--- src/include/afwrr_pkg.sv ---
package afwrr_pkg;

	// ----------------------------------------------------------------
	// clock and pin timing
	// ----------------------------------------------------------------
	localparam int CLK_PERIOD_NS = 50;
	localparam int DATA_W = 9;
	localparam int STORE_DEPTH = 512;
	localparam int SYNC_DEPTH = 2;

	localparam int T_WPW_NS = 65;
	localparam int T_WR_NS = 15;
	localparam int T_DS_NS = 20;
	localparam int T_DH_NS = 10;
	localparam int T_WFF_NS = 60;
	localparam int T_FFW_NS = 10;
	localparam int T_RPW_NS = 65;
	localparam int T_A_NS = 65;
	localparam int T_RR_NS = 15;
	localparam int T_RFF_NS = 60;
	localparam int T_EFR_NS = 10;
	localparam int T_RS_NS = 65;
	localparam int T_RSS_NS = 45;
	localparam int T_RSR_NS = 15;
	localparam int T_RSC_NS = 80;
	localparam int T_RT_NS = 65;
	localparam int T_RTR_NS = 15;
	localparam int T_RTC_NS = 80;

	function automatic int cyc_min(input int ns);
		int c;
		c = (ns + CLK_PERIOD_NS - 1) / CLK_PERIOD_NS;
		return (c < 1) ? 1 : c;
	endfunction

	function automatic int cyc_max(input int ns);
		int c;
		c = ns / CLK_PERIOD_NS;
		return (c < 1) ? 1 : c;
	endfunction

	function automatic int max2(input int a, input int b);
		return (a > b) ? a : b;
	endfunction

	localparam int WR_SETUP_CYC = cyc_min(T_DS_NS);
	localparam int WR_LOW_CYC = cyc_min(T_WPW_NS);
	localparam int WR_HOLD_CYC = max2(cyc_min(T_DH_NS), cyc_min(T_WR_NS));
	localparam int RD_LOW_CYC = max2(cyc_min(T_RPW_NS), cyc_min(T_A_NS)) + SYNC_DEPTH;
	localparam int RD_REC_CYC = cyc_min(T_RR_NS);
	localparam int CLR_LOW_CYC = max2(cyc_min(T_RS_NS), cyc_min(T_RSS_NS));
	localparam int CLR_REC_CYC = cyc_min(T_RSR_NS);
	localparam int RW_LOW_CYC = cyc_min(T_RT_NS);
	localparam int RW_REC_CYC = cyc_min(T_RTR_NS);
	localparam int FLAG_CYC = max2(max2(cyc_max(T_WFF_NS), cyc_max(T_RFF_NS)),
		max2(cyc_min(T_RSC_NS), cyc_min(T_RTC_NS)));
	localparam int SETTLE_CYC = FLAG_CYC + max2(cyc_min(T_FFW_NS), cyc_min(T_EFR_NS))
		+ SYNC_DEPTH;
	localparam int CNT_W = 4;

	// ----------------------------------------------------------------
	// register map
	// ----------------------------------------------------------------
	localparam int ADDR_W = 4;
	localparam logic [ADDR_W-1:0] REG_CMD = 4'h0;
	localparam logic [ADDR_W-1:0] REG_WDATA = 4'h4;
	localparam logic [ADDR_W-1:0] REG_RDATA = 4'h8;
	localparam logic [ADDR_W-1:0] REG_STATUS = 4'hc;

	localparam int CMD_CLEAR_BIT = 0;
	localparam int CMD_REWIND_BIT = 1;
	localparam int CMD_READ_BIT = 2;

	localparam int ST_BUSY = 0;
	localparam int ST_FULL = 1;
	localparam int ST_EMPTY = 2;
	localparam int ST_WR_REFUSED = 3;
	localparam int ST_RD_REFUSED = 4;
	localparam int ST_CMD_DROPPED = 5;
	localparam int ST_RD_VALID = 6;
	localparam int ST_W = 7;

	localparam logic [1:0] RESP_OKAY = 2'h0;
	localparam logic [1:0] RESP_SLVERR = 2'h2;

	typedef enum logic [3:0] {
		AFWRR_IDLE = 4'h0,
		AFWRR_WR_SETUP = 4'h1,
		AFWRR_WR_LOW = 4'h3,
		AFWRR_WR_HOLD = 4'h2,
		AFWRR_SETTLE = 4'h6,
		AFWRR_RD_LOW = 4'h7,
		AFWRR_RECOVER = 4'h5,
		AFWRR_CLR_LOW = 4'h4,
		AFWRR_RW_LOW = 4'hc
	} afwrr_state_e;

endpackage

--- src/hw/afwrr_ctrl.sv ---
// The register offsets and the AXI4-Lite interface to the registers were decided locally.
`timescale 1ns/10ps
// Contract
// - data held stable around write strobe rise
// - write only 10 ns after full rises
// - read only 10 ns after empty rises
// - clear device after power-up, before writes
// - strobes high 45 ns before, 15 after clear
// - read strobe high around rewind release
// - no rewind in chained depth expansion
module afwrr_ctrl (
	input wire logic clk,
	input wire logic rst,
	input wire logic [afwrr_pkg::ADDR_W-1:0] s_axi_awaddr,
	input wire logic s_axi_awvalid,
	output logic s_axi_awready,
	input wire logic [31:0] s_axi_wdata,
	input wire logic [3:0] s_axi_wstrb,
	input wire logic s_axi_wvalid,
	output logic s_axi_wready,
	output logic [1:0] s_axi_bresp,
	output logic s_axi_bvalid,
	input wire logic s_axi_bready,
	input wire logic [afwrr_pkg::ADDR_W-1:0] s_axi_araddr,
	input wire logic s_axi_arvalid,
	output logic s_axi_arready,
	output logic [31:0] s_axi_rdata,
	output logic [1:0] s_axi_rresp,
	output logic s_axi_rvalid,
	input wire logic s_axi_rready,
	output logic write_n,
	output logic read_n,
	output logic pointer_clear_n,
	output logic rewind_n,
	output logic chain_in_n,
	output logic [afwrr_pkg::DATA_W-1:0] write_data,
	input wire logic [afwrr_pkg::DATA_W-1:0] read_data,
	input wire logic store_full_n,
	input wire logic store_empty_n
);
	localparam int SW = afwrr_pkg::DATA_W + 2;

	afwrr_pkg::afwrr_state_e state;
	logic [afwrr_pkg::CNT_W-1:0] cnt;
	logic [afwrr_pkg::ADDR_W-1:0] aw_addr;
	logic [31:0] w_data;
	logic [3:0] w_strb;
	logic [SW-1:0] pins_s;
	logic full_s_n;
	logic empty_s_n;
	logic [afwrr_pkg::DATA_W-1:0] read_data_s;
	logic [afwrr_pkg::DATA_W-1:0] rd_word;
	logic [afwrr_pkg::ST_W-1:0] sticky;
	logic [afwrr_pkg::ST_W-1:0] sticky_set;
	logic [afwrr_pkg::ST_W-1:0] sticky_clr;
	logic do_write;
	logic idle;
	logic cnt_done;
	logic req_clear;
	logic req_rewind;
	logic req_read;
	logic req_write;
	logic go_clear;
	logic go_rewind;
	logic go_read;
	logic go_write;
	logic rd_capture;

	function automatic logic reg_mapped(input logic [afwrr_pkg::ADDR_W-1:0] a);
		return (a == afwrr_pkg::REG_CMD) || (a == afwrr_pkg::REG_WDATA) ||
			(a == afwrr_pkg::REG_RDATA) || (a == afwrr_pkg::REG_STATUS);
	endfunction

	function automatic logic [afwrr_pkg::CNT_W-1:0] load(input int n);
		return afwrr_pkg::CNT_W'(n - 1);
	endfunction

	// ----------------------------------------------------------------
	// pin input synchronisers
	// ----------------------------------------------------------------
	afwrr_sync #(
		.WIDTH(SW)
	) u_sync (
		.clk(clk),
		.rst(rst),
		.d({store_full_n, store_empty_n, read_data}),
		.q(pins_s)
	);
	assign full_s_n = pins_s[SW-1];
	assign empty_s_n = pins_s[SW-2];
	assign read_data_s = pins_s[afwrr_pkg::DATA_W-1:0];

	// ----------------------------------------------------------------
	// axi4-lite write channel
	// ----------------------------------------------------------------
	assign do_write = !s_axi_awready && !s_axi_wready && !s_axi_bvalid;

	always_ff @(posedge clk or posedge rst) begin
		if (rst) begin
			// ready from reset: both readies low means both halves taken
			s_axi_awready <= 1'b1;
			s_axi_wready <= 1'b1;
			s_axi_bvalid <= 1'b0;
			s_axi_bresp <= afwrr_pkg::RESP_OKAY;
			aw_addr <= '0;
			w_data <= '0;
			w_strb <= '0;
		end else begin
			if (s_axi_awvalid && s_axi_awready) begin
				aw_addr <= s_axi_awaddr;
				s_axi_awready <= 1'b0;
			end
			if (s_axi_wvalid && s_axi_wready) begin
				w_data <= s_axi_wdata;
				w_strb <= s_axi_wstrb;
				s_axi_wready <= 1'b0;
			end
			if (do_write) begin
				s_axi_bvalid <= 1'b1;
				s_axi_bresp <= reg_mapped(aw_addr) ? afwrr_pkg::RESP_OKAY :
					afwrr_pkg::RESP_SLVERR;
			end
			if (s_axi_bvalid && s_axi_bready) begin
				s_axi_bvalid <= 1'b0;
				s_axi_awready <= 1'b1;
				s_axi_wready <= 1'b1;
			end
		end
	end

	// ----------------------------------------------------------------
	// command decode
	// ----------------------------------------------------------------
	assign idle = (state == afwrr_pkg::AFWRR_IDLE);
	assign req_clear = do_write && w_strb[0] && (aw_addr == afwrr_pkg::REG_CMD) &&
		w_data[afwrr_pkg::CMD_CLEAR_BIT];
	assign req_rewind = do_write && w_strb[0] && (aw_addr == afwrr_pkg::REG_CMD) &&
		w_data[afwrr_pkg::CMD_REWIND_BIT] && !w_data[afwrr_pkg::CMD_CLEAR_BIT];
	assign req_read = do_write && w_strb[0] && (aw_addr == afwrr_pkg::REG_CMD) &&
		w_data[afwrr_pkg::CMD_READ_BIT] && !w_data[afwrr_pkg::CMD_CLEAR_BIT] &&
		!w_data[afwrr_pkg::CMD_REWIND_BIT];
	assign req_write = do_write && w_strb[0] && (aw_addr == afwrr_pkg::REG_WDATA);
	assign go_clear = req_clear && idle;
	assign go_rewind = req_rewind && idle;
	assign go_read = req_read && idle && empty_s_n;
	assign go_write = req_write && idle && full_s_n;
	assign cnt_done = (cnt == '0);
	assign rd_capture = (state == afwrr_pkg::AFWRR_RD_LOW) && cnt_done;

	// ----------------------------------------------------------------
	// status flags, set wins over clear
	// ----------------------------------------------------------------
	always_comb begin
		sticky_set = '0;
		sticky_set[afwrr_pkg::ST_WR_REFUSED] = req_write && idle && !full_s_n;
		sticky_set[afwrr_pkg::ST_RD_REFUSED] = req_read && idle && !empty_s_n;
		sticky_set[afwrr_pkg::ST_CMD_DROPPED] = (req_write || req_read || req_clear ||
			req_rewind) && !idle;
		sticky_set[afwrr_pkg::ST_RD_VALID] = rd_capture;
		sticky_clr = '0;
		if (do_write && w_strb[0] && (aw_addr == afwrr_pkg::REG_STATUS)) begin
			sticky_clr = w_data[afwrr_pkg::ST_W-1:0];
		end
	end

	always_ff @(posedge clk or posedge rst) begin
		if (rst) begin
			sticky <= '0;
		end else begin
			sticky <= (sticky & ~sticky_clr) | sticky_set;
		end
	end

	// ----------------------------------------------------------------
	// pin sequencer
	// ----------------------------------------------------------------
	always_ff @(posedge clk or posedge rst) begin
		if (rst) begin
			// host reset starts with a device clear
			state <= afwrr_pkg::AFWRR_CLR_LOW;
			cnt <= load(afwrr_pkg::CLR_LOW_CYC);
			write_n <= 1'b1;
			read_n <= 1'b1;
			pointer_clear_n <= 1'b0;
			rewind_n <= 1'b1;
			chain_in_n <= 1'b0;
			write_data <= '0;
			rd_word <= '0;
		end else begin
			chain_in_n <= 1'b0;
			if (!cnt_done) begin
				cnt <= cnt - 1'b1;
			end
			case (state)
			afwrr_pkg::AFWRR_IDLE: begin
				if (go_clear) begin
					state <= afwrr_pkg::AFWRR_CLR_LOW;
					cnt <= load(afwrr_pkg::CLR_LOW_CYC);
					pointer_clear_n <= 1'b0;
				end else if (go_rewind) begin
					state <= afwrr_pkg::AFWRR_RW_LOW;
					cnt <= load(afwrr_pkg::RW_LOW_CYC);
					rewind_n <= 1'b0;
				end else if (go_read) begin
					state <= afwrr_pkg::AFWRR_RD_LOW;
					cnt <= load(afwrr_pkg::RD_LOW_CYC);
					read_n <= 1'b0;
				end else if (go_write) begin
					state <= afwrr_pkg::AFWRR_WR_SETUP;
					cnt <= load(afwrr_pkg::WR_SETUP_CYC);
					write_data <= w_data[afwrr_pkg::DATA_W-1:0];
				end
			end
			afwrr_pkg::AFWRR_WR_SETUP: begin
				if (cnt_done) begin
					state <= afwrr_pkg::AFWRR_WR_LOW;
					cnt <= load(afwrr_pkg::WR_LOW_CYC);
					write_n <= 1'b0;
				end
			end
			afwrr_pkg::AFWRR_WR_LOW: begin
				if (cnt_done) begin
					state <= afwrr_pkg::AFWRR_WR_HOLD;
					cnt <= load(afwrr_pkg::WR_HOLD_CYC);
					write_n <= 1'b1;
				end
			end
			afwrr_pkg::AFWRR_WR_HOLD: begin
				if (cnt_done) begin
					state <= afwrr_pkg::AFWRR_SETTLE;
					cnt <= load(afwrr_pkg::SETTLE_CYC);
				end
			end
			afwrr_pkg::AFWRR_RD_LOW: begin
				if (cnt_done) begin
					// sample before the strobe rises
					rd_word <= read_data_s;
					read_n <= 1'b1;
					state <= afwrr_pkg::AFWRR_RECOVER;
					cnt <= load(afwrr_pkg::RD_REC_CYC);
				end
			end
			afwrr_pkg::AFWRR_CLR_LOW: begin
				if (cnt_done) begin
					pointer_clear_n <= 1'b1;
					state <= afwrr_pkg::AFWRR_RECOVER;
					cnt <= load(afwrr_pkg::CLR_REC_CYC);
				end
			end
			afwrr_pkg::AFWRR_RW_LOW: begin
				if (cnt_done) begin
					rewind_n <= 1'b1;
					state <= afwrr_pkg::AFWRR_RECOVER;
					cnt <= load(afwrr_pkg::RW_REC_CYC);
				end
			end
			afwrr_pkg::AFWRR_RECOVER: begin
				if (cnt_done) begin
					state <= afwrr_pkg::AFWRR_SETTLE;
					cnt <= load(afwrr_pkg::SETTLE_CYC);
				end
			end
			afwrr_pkg::AFWRR_SETTLE: begin
				// flags settle and pass the synchroniser before the next access
				if (cnt_done) begin
					state <= afwrr_pkg::AFWRR_IDLE;
				end
			end
			default: begin
				state <= afwrr_pkg::AFWRR_IDLE;
				cnt <= '0;
				write_n <= 1'b1;
				read_n <= 1'b1;
				pointer_clear_n <= 1'b1;
				rewind_n <= 1'b1;
			end
			endcase
		end
	end

	// ----------------------------------------------------------------
	// axi4-lite read channel
	// ----------------------------------------------------------------
	always_ff @(posedge clk or posedge rst) begin
		if (rst) begin
			s_axi_arready <= 1'b0;
			s_axi_rvalid <= 1'b0;
			s_axi_rdata <= '0;
			s_axi_rresp <= afwrr_pkg::RESP_OKAY;
		end else begin
			if (!s_axi_arready && !s_axi_rvalid) begin
				s_axi_arready <= 1'b1;
			end
			if (s_axi_arvalid && s_axi_arready) begin
				s_axi_arready <= 1'b0;
				s_axi_rvalid <= 1'b1;
				s_axi_rresp <= reg_mapped(s_axi_araddr) ? afwrr_pkg::RESP_OKAY :
					afwrr_pkg::RESP_SLVERR;
				s_axi_rdata <= '0;
				case (s_axi_araddr)
				afwrr_pkg::REG_WDATA: begin
					s_axi_rdata <= {{(32 - afwrr_pkg::DATA_W){1'b0}}, write_data};
				end
				afwrr_pkg::REG_RDATA: begin
					s_axi_rdata <= {{(32 - afwrr_pkg::DATA_W){1'b0}}, rd_word};
				end
				afwrr_pkg::REG_STATUS: begin
					s_axi_rdata <= {{(32 - afwrr_pkg::ST_W){1'b0}}, sticky[afwrr_pkg::ST_W-1:3],
						!empty_s_n, !full_s_n, !idle};
				end
				default: begin
					s_axi_rdata <= '0;
				end
				endcase
			end
			if (s_axi_rvalid && s_axi_rready) begin
				s_axi_rvalid <= 1'b0;
				s_axi_arready <= 1'b1;
			end
		end
	end
endmodule // afwrr_ctrl

--- src/hw/afwrr_sync.sv ---
`timescale 1ns/10ps
module afwrr_sync #(
	parameter int WIDTH = 1
) (
	input wire logic clk,
	input wire logic rst,
	input wire logic [WIDTH-1:0] d,
	output logic [WIDTH-1:0] q
);
	logic [WIDTH-1:0] stage1;

	// first stage feeds only the second
	always_ff @(posedge clk or posedge rst) begin
		if (rst) begin
			stage1 <= '1;
			q <= '1;
		end else begin
			stage1 <= d;
			q <= stage1;
		end
	end
endmodule // afwrr_sync

--- config.mk ---
export PLATFORM = sky130hd
export DESIGN_NAME = afwrr_ctrl
export DESIGN_NICKNAME = d
export VERILOG_FILES = /design/src/include/afwrr_pkg.sv /design/src/hw/afwrr_ctrl.sv /design/src/hw/afwrr_sync.sv
export SDC_FILE = /design/constraint.sdc
export NUM_CORES = 1
export LEC_CHECK = 0
export BUFFER_PORTS_ARGS = -buffer_cell sky130_fd_sc_hd__clkbuf_2
export CORE_MARGIN = 5
export CORE_UTILIZATION = 38
export DETAILED_ROUTE_END_ITERATION = 12
export SYNTH_ARGS = -nofsm -noshare
export SYNTH_HDL_FRONTEND = slang
export SYNTH_SLANG_ARGS = --single-unit
--- constraint.sdc ---
create_clock -name clk -period 4.5 [get_ports clk]
set_input_delay 0.225 -clock clk [delete_from_list [all_inputs] [get_ports clk]]
set_output_delay 0.225 -clock clk [all_outputs]
set_load 0.03 [all_outputs]
### Word-level counts from Yosys, hierarchy flattened

Cells that the tools add are included.

* muxes and demuxes: 46
* reduce and logical (&&, ||, !) cells: 70
* equal/unequal tests: 28
* $add $sub $neg: 1
* bitwise gates (word level): 10

Operators by type and width (number)
* two-way mux 4 bit: 17
* logical AND 1 bit: 28
* OR reduction 7 bit: 4
* one-hot mux 9 bit (3 select lines): 1
* == test 4 x 3 -> 1 bit, second input constant: 6
* one-hot mux 4 bit (6 select lines): 1
* == test 4 bit, second input constant: 5
* one-hot mux 4 bit (5 select lines): 1
* two-way mux 1 bit: 19
* zero test 4 bit: 4
* != test 2 bit, second input constant: 8
* one-hot mux 1 bit (3 select lines): 4
* zero test 1 bit: 10
* != test 2 x 1 -> 1 bit, second input constant: 5
* AND reduction 5 bit: 2
* logical OR 1 bit: 9
* == test 4 x 2 -> 1 bit, second input constant: 2
* nonzero test 2 bit: 4
* bitwise AND 7 bit: 1
* two-way mux 7 bit: 1
* inverter 1 bit: 7
* inverter 7 bit: 1
* bitwise OR 7 bit: 1
* AND reduction 3 bit: 2
* 11 further kinds: 12

* input port bits: 62
* word-level logic and storage cells: 177
* register bits after elaboration: 114

### Depth between registers and ports, before layout

Gate-level depths: netlist of the first run.

* depth in word-level cells: 14
* depth in mapped cells: 9

### By module

From an unflattened synthesis of the first run, not the netlist that was laid out.

* cells, all modules: 327
* area, all modules: 3920.0 um2

Modules (own cells, without submodules)
* afwrr_ctrl: times used 1, cells an instance 304, seq. area each 1610.3 um2, area each 3338.2 um2
* afwrr_sync: times used 1, cells an instance 23, seq. area each 578.1 um2, area each 581.8 um2

### Worst setup path after synthesis of the first run

OpenSTA, ideal clock, no wires.

* path type: reg-to-reg
* start: register s_axi_bvalid
* end: register state[1]
* setup time: 128 ps
* arrival time: 2145 ps
* setup slack: 2228 ps
* required time: 4372 ps
* cell stages (with the launch flop): 5
* cell sequence: dfrtp_1 > or3_4 > or4_4 > a2111oi_4 > mux2_1

* word-level cells in the longest chain between the ends: 13
* elaborated cells between the ends (all ways): 23
* those cells by class: eq/ne: 1; mux: 4; reduce/logical: 18

RTL lines
* start: declaration: line afwrr_ctrl.sv:22 `output logic s_axi_bvalid,`
* start signal: assignment: line afwrr_ctrl.sv:103 `s_axi_bvalid <= 1'b0;`
* start signal: assignment: line afwrr_ctrl.sv:119 `s_axi_bvalid <= 1'b1;`
* start signal: assignment: line afwrr_ctrl.sv:124 `s_axi_bvalid <= 1'b0;`
* zero test 1 bit (*): line afwrr_ctrl.sv:96 `assign do_write = !s_axi_awready && !s_axi_wready && !s_axi_bvalid;`
* logical AND 1 bit (*): line afwrr_ctrl.sv:96
* logical AND 1 bit (*)
* logical AND 1 bit: line afwrr_ctrl.sv:135, afwrr_ctrl.sv:137, afwrr_ctrl.sv:139
* logical AND 1 bit: line afwrr_ctrl.sv:139 `assign req_read = do_write && w_strb[0] && (aw_addr == afwrr_pkg::REG_CMD) &&`
* logical AND 1 bit (2 in series): line afwrr_ctrl.sv:140 `w_data[afwrr_pkg::CMD_READ_BIT] && !w_data[afwrr_pkg::CMD_CLEAR_BIT] &&`
* logical AND 1 bit (2 in series): line afwrr_ctrl.sv:145 `assign go_read = req_read && idle && empty_s_n;`
* two-way mux 4 bit: line afwrr_ctrl.sv:204 `end else if (go_read) begin`
* two-way mux 4 bit: line afwrr_ctrl.sv:200 `end else if (go_rewind) begin`
* two-way mux 4 bit: line afwrr_ctrl.sv:196 `if (go_clear) begin`
* one-hot mux 4 bit (6 select lines): line afwrr_ctrl.sv:194 `case (state)`
* end signal: assignment: line afwrr_ctrl.sv:197 `state <= afwrr_pkg::AFWRR_CLR_LOW;`
* end signal: assignment: line afwrr_ctrl.sv:201 `state <= afwrr_pkg::AFWRR_RW_LOW;`
* end signal: assignment: line afwrr_ctrl.sv:205 `state <= afwrr_pkg::AFWRR_RD_LOW;`
* end: declaration: line afwrr_ctrl.sv:43 `afwrr_pkg::afwrr_state_e state;`

Every way passes the cells marked *; elsewhere a longest branch is shown, timed or not.
A chain may end at the register's enable or synchronous reset.

### Worst setup path after layout of the first run

* start: register cnt[1] in the netlist's numbering
* end: register rd_word[5] in the netlist's numbering

* word-level cells in the longest chain between the ends: 2

RTL lines
* start: declaration: line afwrr_ctrl.sv:44 `logic [afwrr_pkg::CNT_W-1:0] cnt;`
* start signal: assignment: line afwrr_ctrl.sv:181 `cnt <= load(afwrr_pkg::CLR_LOW_CYC);`
* start signal: assignment: line afwrr_ctrl.sv:192 `cnt <= cnt - 1'b1;`
* start signal: assignment: line afwrr_ctrl.sv:198 `cnt <= load(afwrr_pkg::CLR_LOW_CYC);`
* zero test 4 bit: line afwrr_ctrl.sv:147 `assign cnt_done = (cnt == '0);`
* AND reduction 2 bit (no line)
* end signal: assignment: line afwrr_ctrl.sv:237 `rd_word <= read_data_s;`
* end: declaration: line afwrr_ctrl.sv:52 `logic [afwrr_pkg::DATA_W-1:0] rd_word;`

No other way between the ends.

==> impl_metrics.sql, run 1 <==
INSERT INTO impl_metrics (metric_group, metric, value, unit) VALUES
('floorplan', 'placeable_core_region', '10200', 'um^2'),
('power_and_ir_drop', 'power.leakage', '2.10', 'nW'),
('min_path', 'hp-class', 'input port to flop', ''),
('sta', 'hold_violations', '0', ''),
('sta', 'setup-tns-final', '0', 'ns'),
('sta', 'timing_max_transition_violations_final', '0', ''),
('synth', 'synthCells', '337', ''),
('sta', 'fin_hold_ws', '0.0257', 'ns'),
('synth', 'synthesized_flop_and_latch_total', '86', ''),
('detailed_routing', 'post-route-drc-count', '0', ''),
('synth', 'synth-seq-area-share', '56.1', '%'),
('setup_path', 'critical_path.startpoint_type', 'flop', ''),
('floorplan', 'placement_rows', '37', ''),
('synth', 'mappedNetlistArea', '3900', 'um^2'),
('place', 'place_area', '4240', 'um^2'),
('detailed_routing', 'iteration_count_of_the_initial_detailed_routing_pass', '4', ''),
('synth', 'count_of_distinct_cell_types_in_the_synthesized_netlist', '55', ''),
('global_routing', 'grt_pass1_wl', '13.6', 'mm'),
('cts', 'cts_setup_buffers', '0', ''),
('sta', 'timing.final.setup_violations', '0', ''),
('final_layout', 'diodes', '0', ''),
('sta', 'final.min_clock_period', '2.57', 'ns'),
('global_routing', 'first_global_vias', '2725', ''),
('cts', 'clk-insertion-delay-late', '0.37', 'ns'),
('setup_path', 'path_max_fanout', '10', ''),
('final_layout', 'num-nets-final', '476', ''),
('floorplan', 'floorplan.initialDensity', '38.3', '%'),
('final_layout', 'drive_above_1_share', '32.9', '%'),
('final_layout', 'layout-area-overhead-vs-synth', '17.2', '%'),
('final_layout', 'final_area', '4570', 'um^2'),
('sta', 'fin_crit_share', '57.0', '%'),
('setup_path', 'cp-end-kind', 'flop', ''),
('cts', 'cts.clk_slew.worst_paths', '0.09', 'ns'),
('synth', 'synth_area_per_cell', '11.6', 'um^2'),
('detailed_routing', 'route.detailed.wl_per_inst', '14.8', 'um'),
('place', 'count_of_input_and_output_buffers', '64', ''),
('sta', 'skew', '0.0100', 'ns'),
('power_and_ir_drop', 'total_power', '0.00261', 'W'),
('detailed_routing', 'post_route_wl', '8.17', 'mm'),
('synth', 'ys_dominant_reg_cell', 'sky130_fd_sc_hd__dfrtp_1', ''),
('floorplan', 'dieHeight', '111', 'um'),
('place', 'dp_cells', '523', ''),
('flow_run', 'maxCapViolCount', '0', ''),
('floorplan', 'die_area', '12400', 'um^2'),
('detailed_routing', 'routed_via_density', '4.90', ''),
('run_status', 'outcome', 'finished clean', ''),
('cts', 'cts_tree', 'built', ''),
('cts', 'cts-buffers-inserted', '9', ''),
('power_and_ir_drop', 'power.density', '571', 'nW/um^2'),
('synth', 'synth_enable_flop_cells', '0', ''),
('global_routing', 'track_usage', '13.9', '%'),
('power_and_ir_drop', 'worst_ir_drop_vdd', '254', 'uV'),
('sta', 'achievable-frequency', '0.390', 'GHz'),
('detailed_routing', 'first_iter_violations', '136', ''),
('setup_path', 'data_arrival_time_at_the_worst_slack_endpoint', '2.82', 'ns'),
('cts', 'htree_levels', '3', ''),
('global_routing', 'maximum_number_of_pins_on_one_net_before_global_route_repair', '55', ''),
('cts', 'cts.sink_count', '86', ''),
('sta', 'rsz0062_at_grt', 'no', ''),
('detailed_routing', 'num_vias', '2703', ''),
('cts', 'ctsRootBufferMaster', 'sky130_fd_sc_hd__clkbuf_8', ''),
('global_routing', 'grt_antenna_before_repair', '0', ''),
('place', 'routabilityCongestion', '0.859', ''),
('detailed_routing', 'drtAntennaViolNets', '0', ''),
('sta', 'timing.max_slew.rel_slack', '29.0', '%'),
('synth', 'post_synthesis_async_set_or_reset_flop_share', '100', '%'),
('setup_path', 'crit_type', 'flop to flop', ''),
('floorplan', 'die_w', '111', 'um'),
('cts', 'post_cts_resized', '0', ''),
('cts', 'cts.path.max_buffers', '2', ''),
('global_routing', 'global_route.overflow_total', '0', ''),
('sta', 'worstMarginPinSlew', '1.06', 'ns'),
('final_layout', 'instances_no_fill', '552', ''),
('synth', 'ys_warn_count', '0', ''),
('floorplan', 'pin_count', '117', ''),
('setup_path', 'critical_path_required', '4.75', 'ns'),
('place', 'dp.final_hpwl', '5.86', 'mm');
-- report_power, final --
part	leakage, nW	switching (W)	internal, W	total (W)
clock	0.102	0.000321	0.000220	0.000541
combinational	0.974	0.000503	0.000358	0.000860
sequential	1.02	0.000207	0.00100	0.00121
-- Yosys cell counts, types with 2 or more instances --
cell                       count  share of area, %
sky130_fd_sc_hd__nor2_1       13               1.3
sky130_fd_sc_hd__or3_1         3              0.48
sky130_fd_sc_hd__o21ai_0      19               2.4
sky130_fd_sc_hd__nor3_1        8               1.0
sky130_fd_sc_hd__nand2_1      24               2.3
sky130_fd_sc_hd__nor2b_1       4              0.64
sky130_fd_sc_hd__o31ai_1       3              0.58
sky130_fd_sc_hd__a22o_1        3              0.67
sky130_fd_sc_hd__a21oi_1      17               2.2
sky130_fd_sc_hd__o21ai_1       3              0.38
sky130_fd_sc_hd__inv_1        13               1.3
sky130_fd_sc_hd__nand2b_1      4              0.64
sky130_fd_sc_hd__a22oi_1      10               1.9
sky130_fd_sc_hd__clkbuf_1     13               1.3
sky130_fd_sc_hd__nand3_1       4              0.51
sky130_fd_sc_hd__dfstp_2      29                20
sky130_fd_sc_hd__mux2_2       18               5.2
sky130_fd_sc_hd__or4_1         2              0.38
sky130_fd_sc_hd__buf_4        26               5.0
sky130_fd_sc_hd__mux2i_1       3              0.77
sky130_fd_sc_hd__and2_1        2              0.32
sky130_fd_sc_hd__o32a_1        2              0.51
sky130_fd_sc_hd__o41ai_1       2              0.45
sky130_fd_sc_hd__ha_1          3              0.96
sky130_fd_sc_hd__a21o_1        2              0.38
sky130_fd_sc_hd__mux2_1       19               5.5
sky130_fd_sc_hd__nor4_1        3              0.48
sky130_fd_sc_hd__dfrtp_1      57                37
sky130_fd_sc_hd__nand4_1       2              0.32
-- area by class of cell --
type	instances	area [um^2]
Fill cell	978	5620
Sequential cell	86	2190
Multi-Input combinational cell	222	1500
Timing Repair Buffer	78	458
Tap cell	136	170
Clock buffer	9	124
Clock inverter	7	71.3
Inverter	14	53.8
-- flip-flops by register name (all words and copies together) (netlist names), 4 cells and up --
register and cells:
u_sync.q 11, u_sync.stage1 11, rd_word 9, s_axi_rdata 9
w_data 9, write_data 9, aw_addr 4, cnt 4
state 4, sticky 4
-- final timing paths --
path,endpoint,slack (ns),cells past startpoint,start
setup reg to reg,rd_word[5],1.93,6,cnt[1]
hold reg to reg,u_sync.q[5],0.35,0,u_sync.stage1[5]
min in group asynchronous,w_strb[0],0.40,3,rst
setup / recovery,rd_word[5],1.93,6,cnt[1]
max in group asynchronous,pointer_clear_n,3.04,4,rst
hold / removal,s_axi_awready,0.03,2,s_axi_awvalid
-- logic make-up after synthesis --
logic type / count (synthesis) / share of synthesized area [%]
simple gates: 80 / 11.0
fa+ha+maj: 3 / 0.963
mux: 40 / 11.5
other cells: 1 / 0.0962
compound gates: 73 / 12.6
buf+inv: 54 / 7.70
flops: 86 / 56.1
-- worst max-delay path, stage by stage, from the launching register on --
cell and delay [ns]:
sky130_fd_sc_hd__dfrtp_1 0.38, sky130_fd_sc_hd__inv_1 0.07, sky130_fd_sc_hd__ha_1 0.19, sky130_fd_sc_hd__nor3b_2 0.43, sky130_fd_sc_hd__inv_2 0.21, sky130_fd_sc_hd__nor3_2 0.77
sky130_fd_sc_hd__mux2_1 0.39
-- through the flow --
stage               util (%)  setup WS (ns)
global placement        41.7           1.97
CTS                     44.9           1.94
global route            44.9           1.81
finish                  44.9           1.93
floorplan                  -           2.10
detailed placement      41.7           1.96
-- placed cells by master (no fill, tap or decap), types with 13 or more instances in the layout --
cell type	n
sky130_fd_sc_hd__mux2_1	19
sky130_fd_sc_hd__dfstp_2	29
sky130_fd_sc_hd__clkbuf_2	64
sky130_fd_sc_hd__mux2_2	18
sky130_fd_sc_hd__dlygate4sd3_1	13
sky130_fd_sc_hd__nand2_1	24
sky130_fd_sc_hd__conb_1	26
sky130_fd_sc_hd__a21oi_1	17
sky130_fd_sc_hd__dfrtp_1	57
sky130_fd_sc_hd__nor2_1	13
sky130_fd_sc_hd__o21ai_0	19
-- per-layer routing --
metal,part of all wire [%],wire (um),track usage [%]
met2,48,3960,22.1
met5,0,0,0
met4,2.1,174,5.60
met3,6.6,539,4.26
met1,43,3500,17.6
-- what timing repair did --
action,CTS,global route
hold buffers,13,0
endpoints found under the hold margin,31,0
setup endpoints to repair,0,0
Note: power is estimated with default switching activity, not from simulation.
==> run 2: changes to the inputs <==
==> constraint.sdc (replaced) <==
create_clock -name clk -period 2.5 [get_ports clk]
set_input_delay 0.125 -clock clk [delete_from_list [all_inputs] [get_ports clk]]
set_output_delay 0.125 -clock clk [all_outputs]
set_load 0.03 [all_outputs]
==> run 2 against run 1 <==
First-iteration DRC count increased by 9.6%. Final area increased by 5.6%. Clock skew increased by 0.0054 ns. Highest routed layer unchanged. Sequential power increased by 80%. Cell count increased by 4.7%. Setup slack got worse by 1.7 ns. Flip-flop and latch count unchanged. Largest cell class unchanged. Wire length increased by 3.2%.
==> impl_metrics.sql, run 2 (synthesis results as in run 1) <==
INSERT INTO impl_metrics (metric_group, metric, value, unit) VALUES
('run_status', 'outcome', 'finished clean', ''),
('min_path', 'worst_hold_startpoint', 's_axi_wdata[0]', ''),
('floorplan', 'placement_rows', '37', ''),
('power_and_ir_drop', 'worst_ir_drop_vdd', '516', 'uV'),
('global_routing', 'grt_pass1_wl', '14.1', 'mm'),
('sta', 'hold_violations', '0', ''),
('final_layout', 'diodes', '0', ''),
('sta', 'rsz0062_at_grt', 'no', ''),
('floorplan', 'die_area', '12400', 'um^2'),
('place', 'count_of_input_and_output_buffers', '64', ''),
('detailed_routing', 'route.detailed.wl_per_inst', '14.6', 'um'),
('sta', 'timing_max_transition_violations_final', '0', ''),
('final_layout', 'final_area', '4820', 'um^2'),
('setup_path', 'critical_path_required', '2.74', 'ns'),
('sta', 'achievable-frequency', '0.437', 'GHz'),
('cts', 'post_cts_hold_buffers', '30', ''),
('final_layout', 'layout-area-overhead-vs-synth', '23.7', '%'),
('detailed_routing', 'post_route_wl', '8.44', 'mm'),
('setup_path', 'r2r-end', 'state[1]', ''),
('global_routing', 'maximum_number_of_pins_on_one_net_before_global_route_repair', '57', ''),
('floorplan', 'pin_count', '117', ''),
('detailed_routing', 'routed_via_density', '4.88', ''),
('cts', 'clk-insertion-delay-late', '0.36', 'ns'),
('setup_path', 'regToRegStartpoint', 'aw_addr[1]', ''),
('setup_path', 'crit_type', 'flop to flop', ''),
('power_and_ir_drop', 'power.density', '991', 'nW/um^2'),
('cts', 'post_cts_resized', '0', ''),
('place', 'dp.final_hpwl', '6.00', 'mm'),
('cts', 'cts_tree', 'built', ''),
('final_layout', 'layout_commonest_cell', 'sky130_fd_sc_hd__clkbuf_2', ''),
('place', 'place_area', '4320', 'um^2'),
('cts', 'ctsRootBufferMaster', 'sky130_fd_sc_hd__clkbuf_8', ''),
('setup_path', 'path_max_fanout', '4', ''),
('setup_path', 'reg2reg_slack', '0.21', 'ns'),
('floorplan', 'placeable_core_region', '10200', 'um^2'),
('final_layout', 'instances_no_fill', '578', ''),
('cts', 'cts_setup_buffers', '0', ''),
('cts', 'cts-buffers-inserted', '9', ''),
('min_path', 'worstHoldEndpoint', 'w_data[0]', ''),
('sta', 'skew', '0.0155', 'ns'),
('detailed_routing', 'first_iter_violations', '149', ''),
('flow_run', 'maxCapViolCount', '0', ''),
('detailed_routing', 'iteration_count_of_the_initial_detailed_routing_pass', '4', ''),
('sta', 'final.min_clock_period', '2.29', 'ns'),
('min_path', 'hp-class', 'input port to flop', ''),
('global_routing', 'first_global_vias', '2826', ''),
('setup_path', 'cp-end-kind', 'flop', ''),
('cts', 'cts.clk_slew.worst_paths', '0.10', 'ns'),
('power_and_ir_drop', 'power.leakage', '2.22', 'nW'),
('cts', 'cts.sink_count', '86', ''),
('cts', 'cts.path.max_buffers', '2', ''),
('final_layout', 'multi_input_area', '1500', 'um^2'),
('sta', 'worstMarginPinSlew', '0.635', 'ns'),
('detailed_routing', 'num_vias', '2822', ''),
('final_layout', 'largest_registers_in_the_final_layout', 'u_sync.q: 11 flops, u_sync.stage1: 11 flops', ''),
('min_path', 'timing.hold.worst_path_depth', '2', ''),
('sta', 'timing.max_slew.rel_slack', '57.6', '%'),
('setup_path', 'worst_r2r_path_depth', '4', ''),
('global_routing', 'track_usage', '14.2', '%'),
('cts', 'htree_levels', '3', ''),
('floorplan', 'floorplan.initialDensity', '38.3', '%'),
('place', 'routabilityCongestion', '0.871', ''),
('final_layout', 'fillerInstances', '943', ''),
('detailed_routing', 'drtAntennaViolNets', '0', ''),
('setup_path', 'critical_path.startpoint_type', 'flop', ''),
('global_routing', 'grt_antenna_before_repair', '0', ''),
('global_routing', 'global_route.overflow_total', '0', ''),
('floorplan', 'die_w', '111', 'um'),
('detailed_routing', 'post-route-drc-count', '0', ''),
('final_layout', 'area.sequential', '2190', 'um^2'),
('sta', 'timing.final.setup_violations', '0', ''),
('setup_path', 'data_arrival_time_at_the_worst_slack_endpoint', '2.53', 'ns'),
('floorplan', 'dieHeight', '111', 'um'),
('sta', 'fin_crit_share', '91.6', '%'),
('sta', 'setup-tns-final', '0', 'ns'),
('final_layout', 'mostFrequentLayoutCells', 'sky130_fd_sc_hd__clkbuf_2, sky130_fd_sc_hd__dfrtp_1, sky130_fd_sc_hd__dlygate4sd3_1', ''),
('place', 'dp_cells', '532', ''),
('final_layout', 'num-nets-final', '502', ''),
('final_layout', 'drive_above_1_share', '33.0', '%');
==> run 2: changes by cell type in the layout (fill, tap and decap cells not counted), sizes merged <==
cell	previous run	this run
dlygate4sd3	13	30
buf	1	10
inv	18	16
clkinv	3	4
clkinvlp	0	1
==> run 2: area by class of cell <==
type,count,share of cell area [%]
clock buffer,9,2.57
timing repair buffer,104,14.7
tap,136,3.53
inverter,14,1.12
multi-input combinational,222,31.2
sequential,86,45.4
clock inverter,7,1.56
==> run 2: how the worst max path moves through the flow <==
stage / end / cells past startpoint / slack (ns) / startpoint
6_report: state[1] / 4 / 0.21 / aw_addr[1]
5_1_grt: cnt[0] / 9 / 0.12 / cnt[1]
4_1_cts: state[1] / 4 / 0.21 / s_axi_wready
3_5_place_dp: state[1] / 4 / 0.26 / s_axi_wready
3_3_place_gp: state[1] / 4 / 0.28 / s_axi_wready
2_1_floorplan: aw_addr[0] / 1 / 0.20 / rst
==> run 2: worst max-delay path: stages (launching register included) <==
cell                        delay, ns
sky130_fd_sc_hd__dfrtp_1         0.41
sky130_fd_sc_hd__or3b_1          0.45
sky130_fd_sc_hd__or4_4           0.54
sky130_fd_sc_hd__a2111oi_4       0.42
sky130_fd_sc_hd__mux2_1          0.35
==> run 2: routing by layer <==
metal / share of wire (%) / track usage (%) / vias to the layer above
met5: 0 / 0 / -
met4: 1.6 / 5.52 / 0
met2: 48 / 23.1 / 92
met3: 6.4 / 3.17 / 11
li1: - / - / 1348
met1: 44 / 18.5 / 1371
==> run 2: power by group <==
part           leakage [nW]  switching [W]  total [W]  internal, W
combinational          1.10       0.000924    0.00164     0.000717
sequential             1.02       0.000379    0.00218      0.00180
clock                0.0981       0.000564   0.000957     0.000393
total                  2.22        0.00187    0.00478      0.00291
==> run 2: through the flow <==
| stage | setup WS, ns | power (W) | utilization [%] | hold slack (ns) |
|---|---|---|---|---|
| floorplan | 0.201 | 0.00336 | - | 0.129 |
| global placement | 0.282 | 0.00376 | 42.5 | 0.173 |
| detailed placement | 0.261 | 0.00380 | 42.5 | 0.181 |
| CTS | 0.211 | 0.00482 | 47.4 | 0.000920 |
| global route | 0.125 | 0.00512 | 47.4 | 0.00640 |
| finish | 0.211 | 0.00478 | 47.4 | 0.00818 |
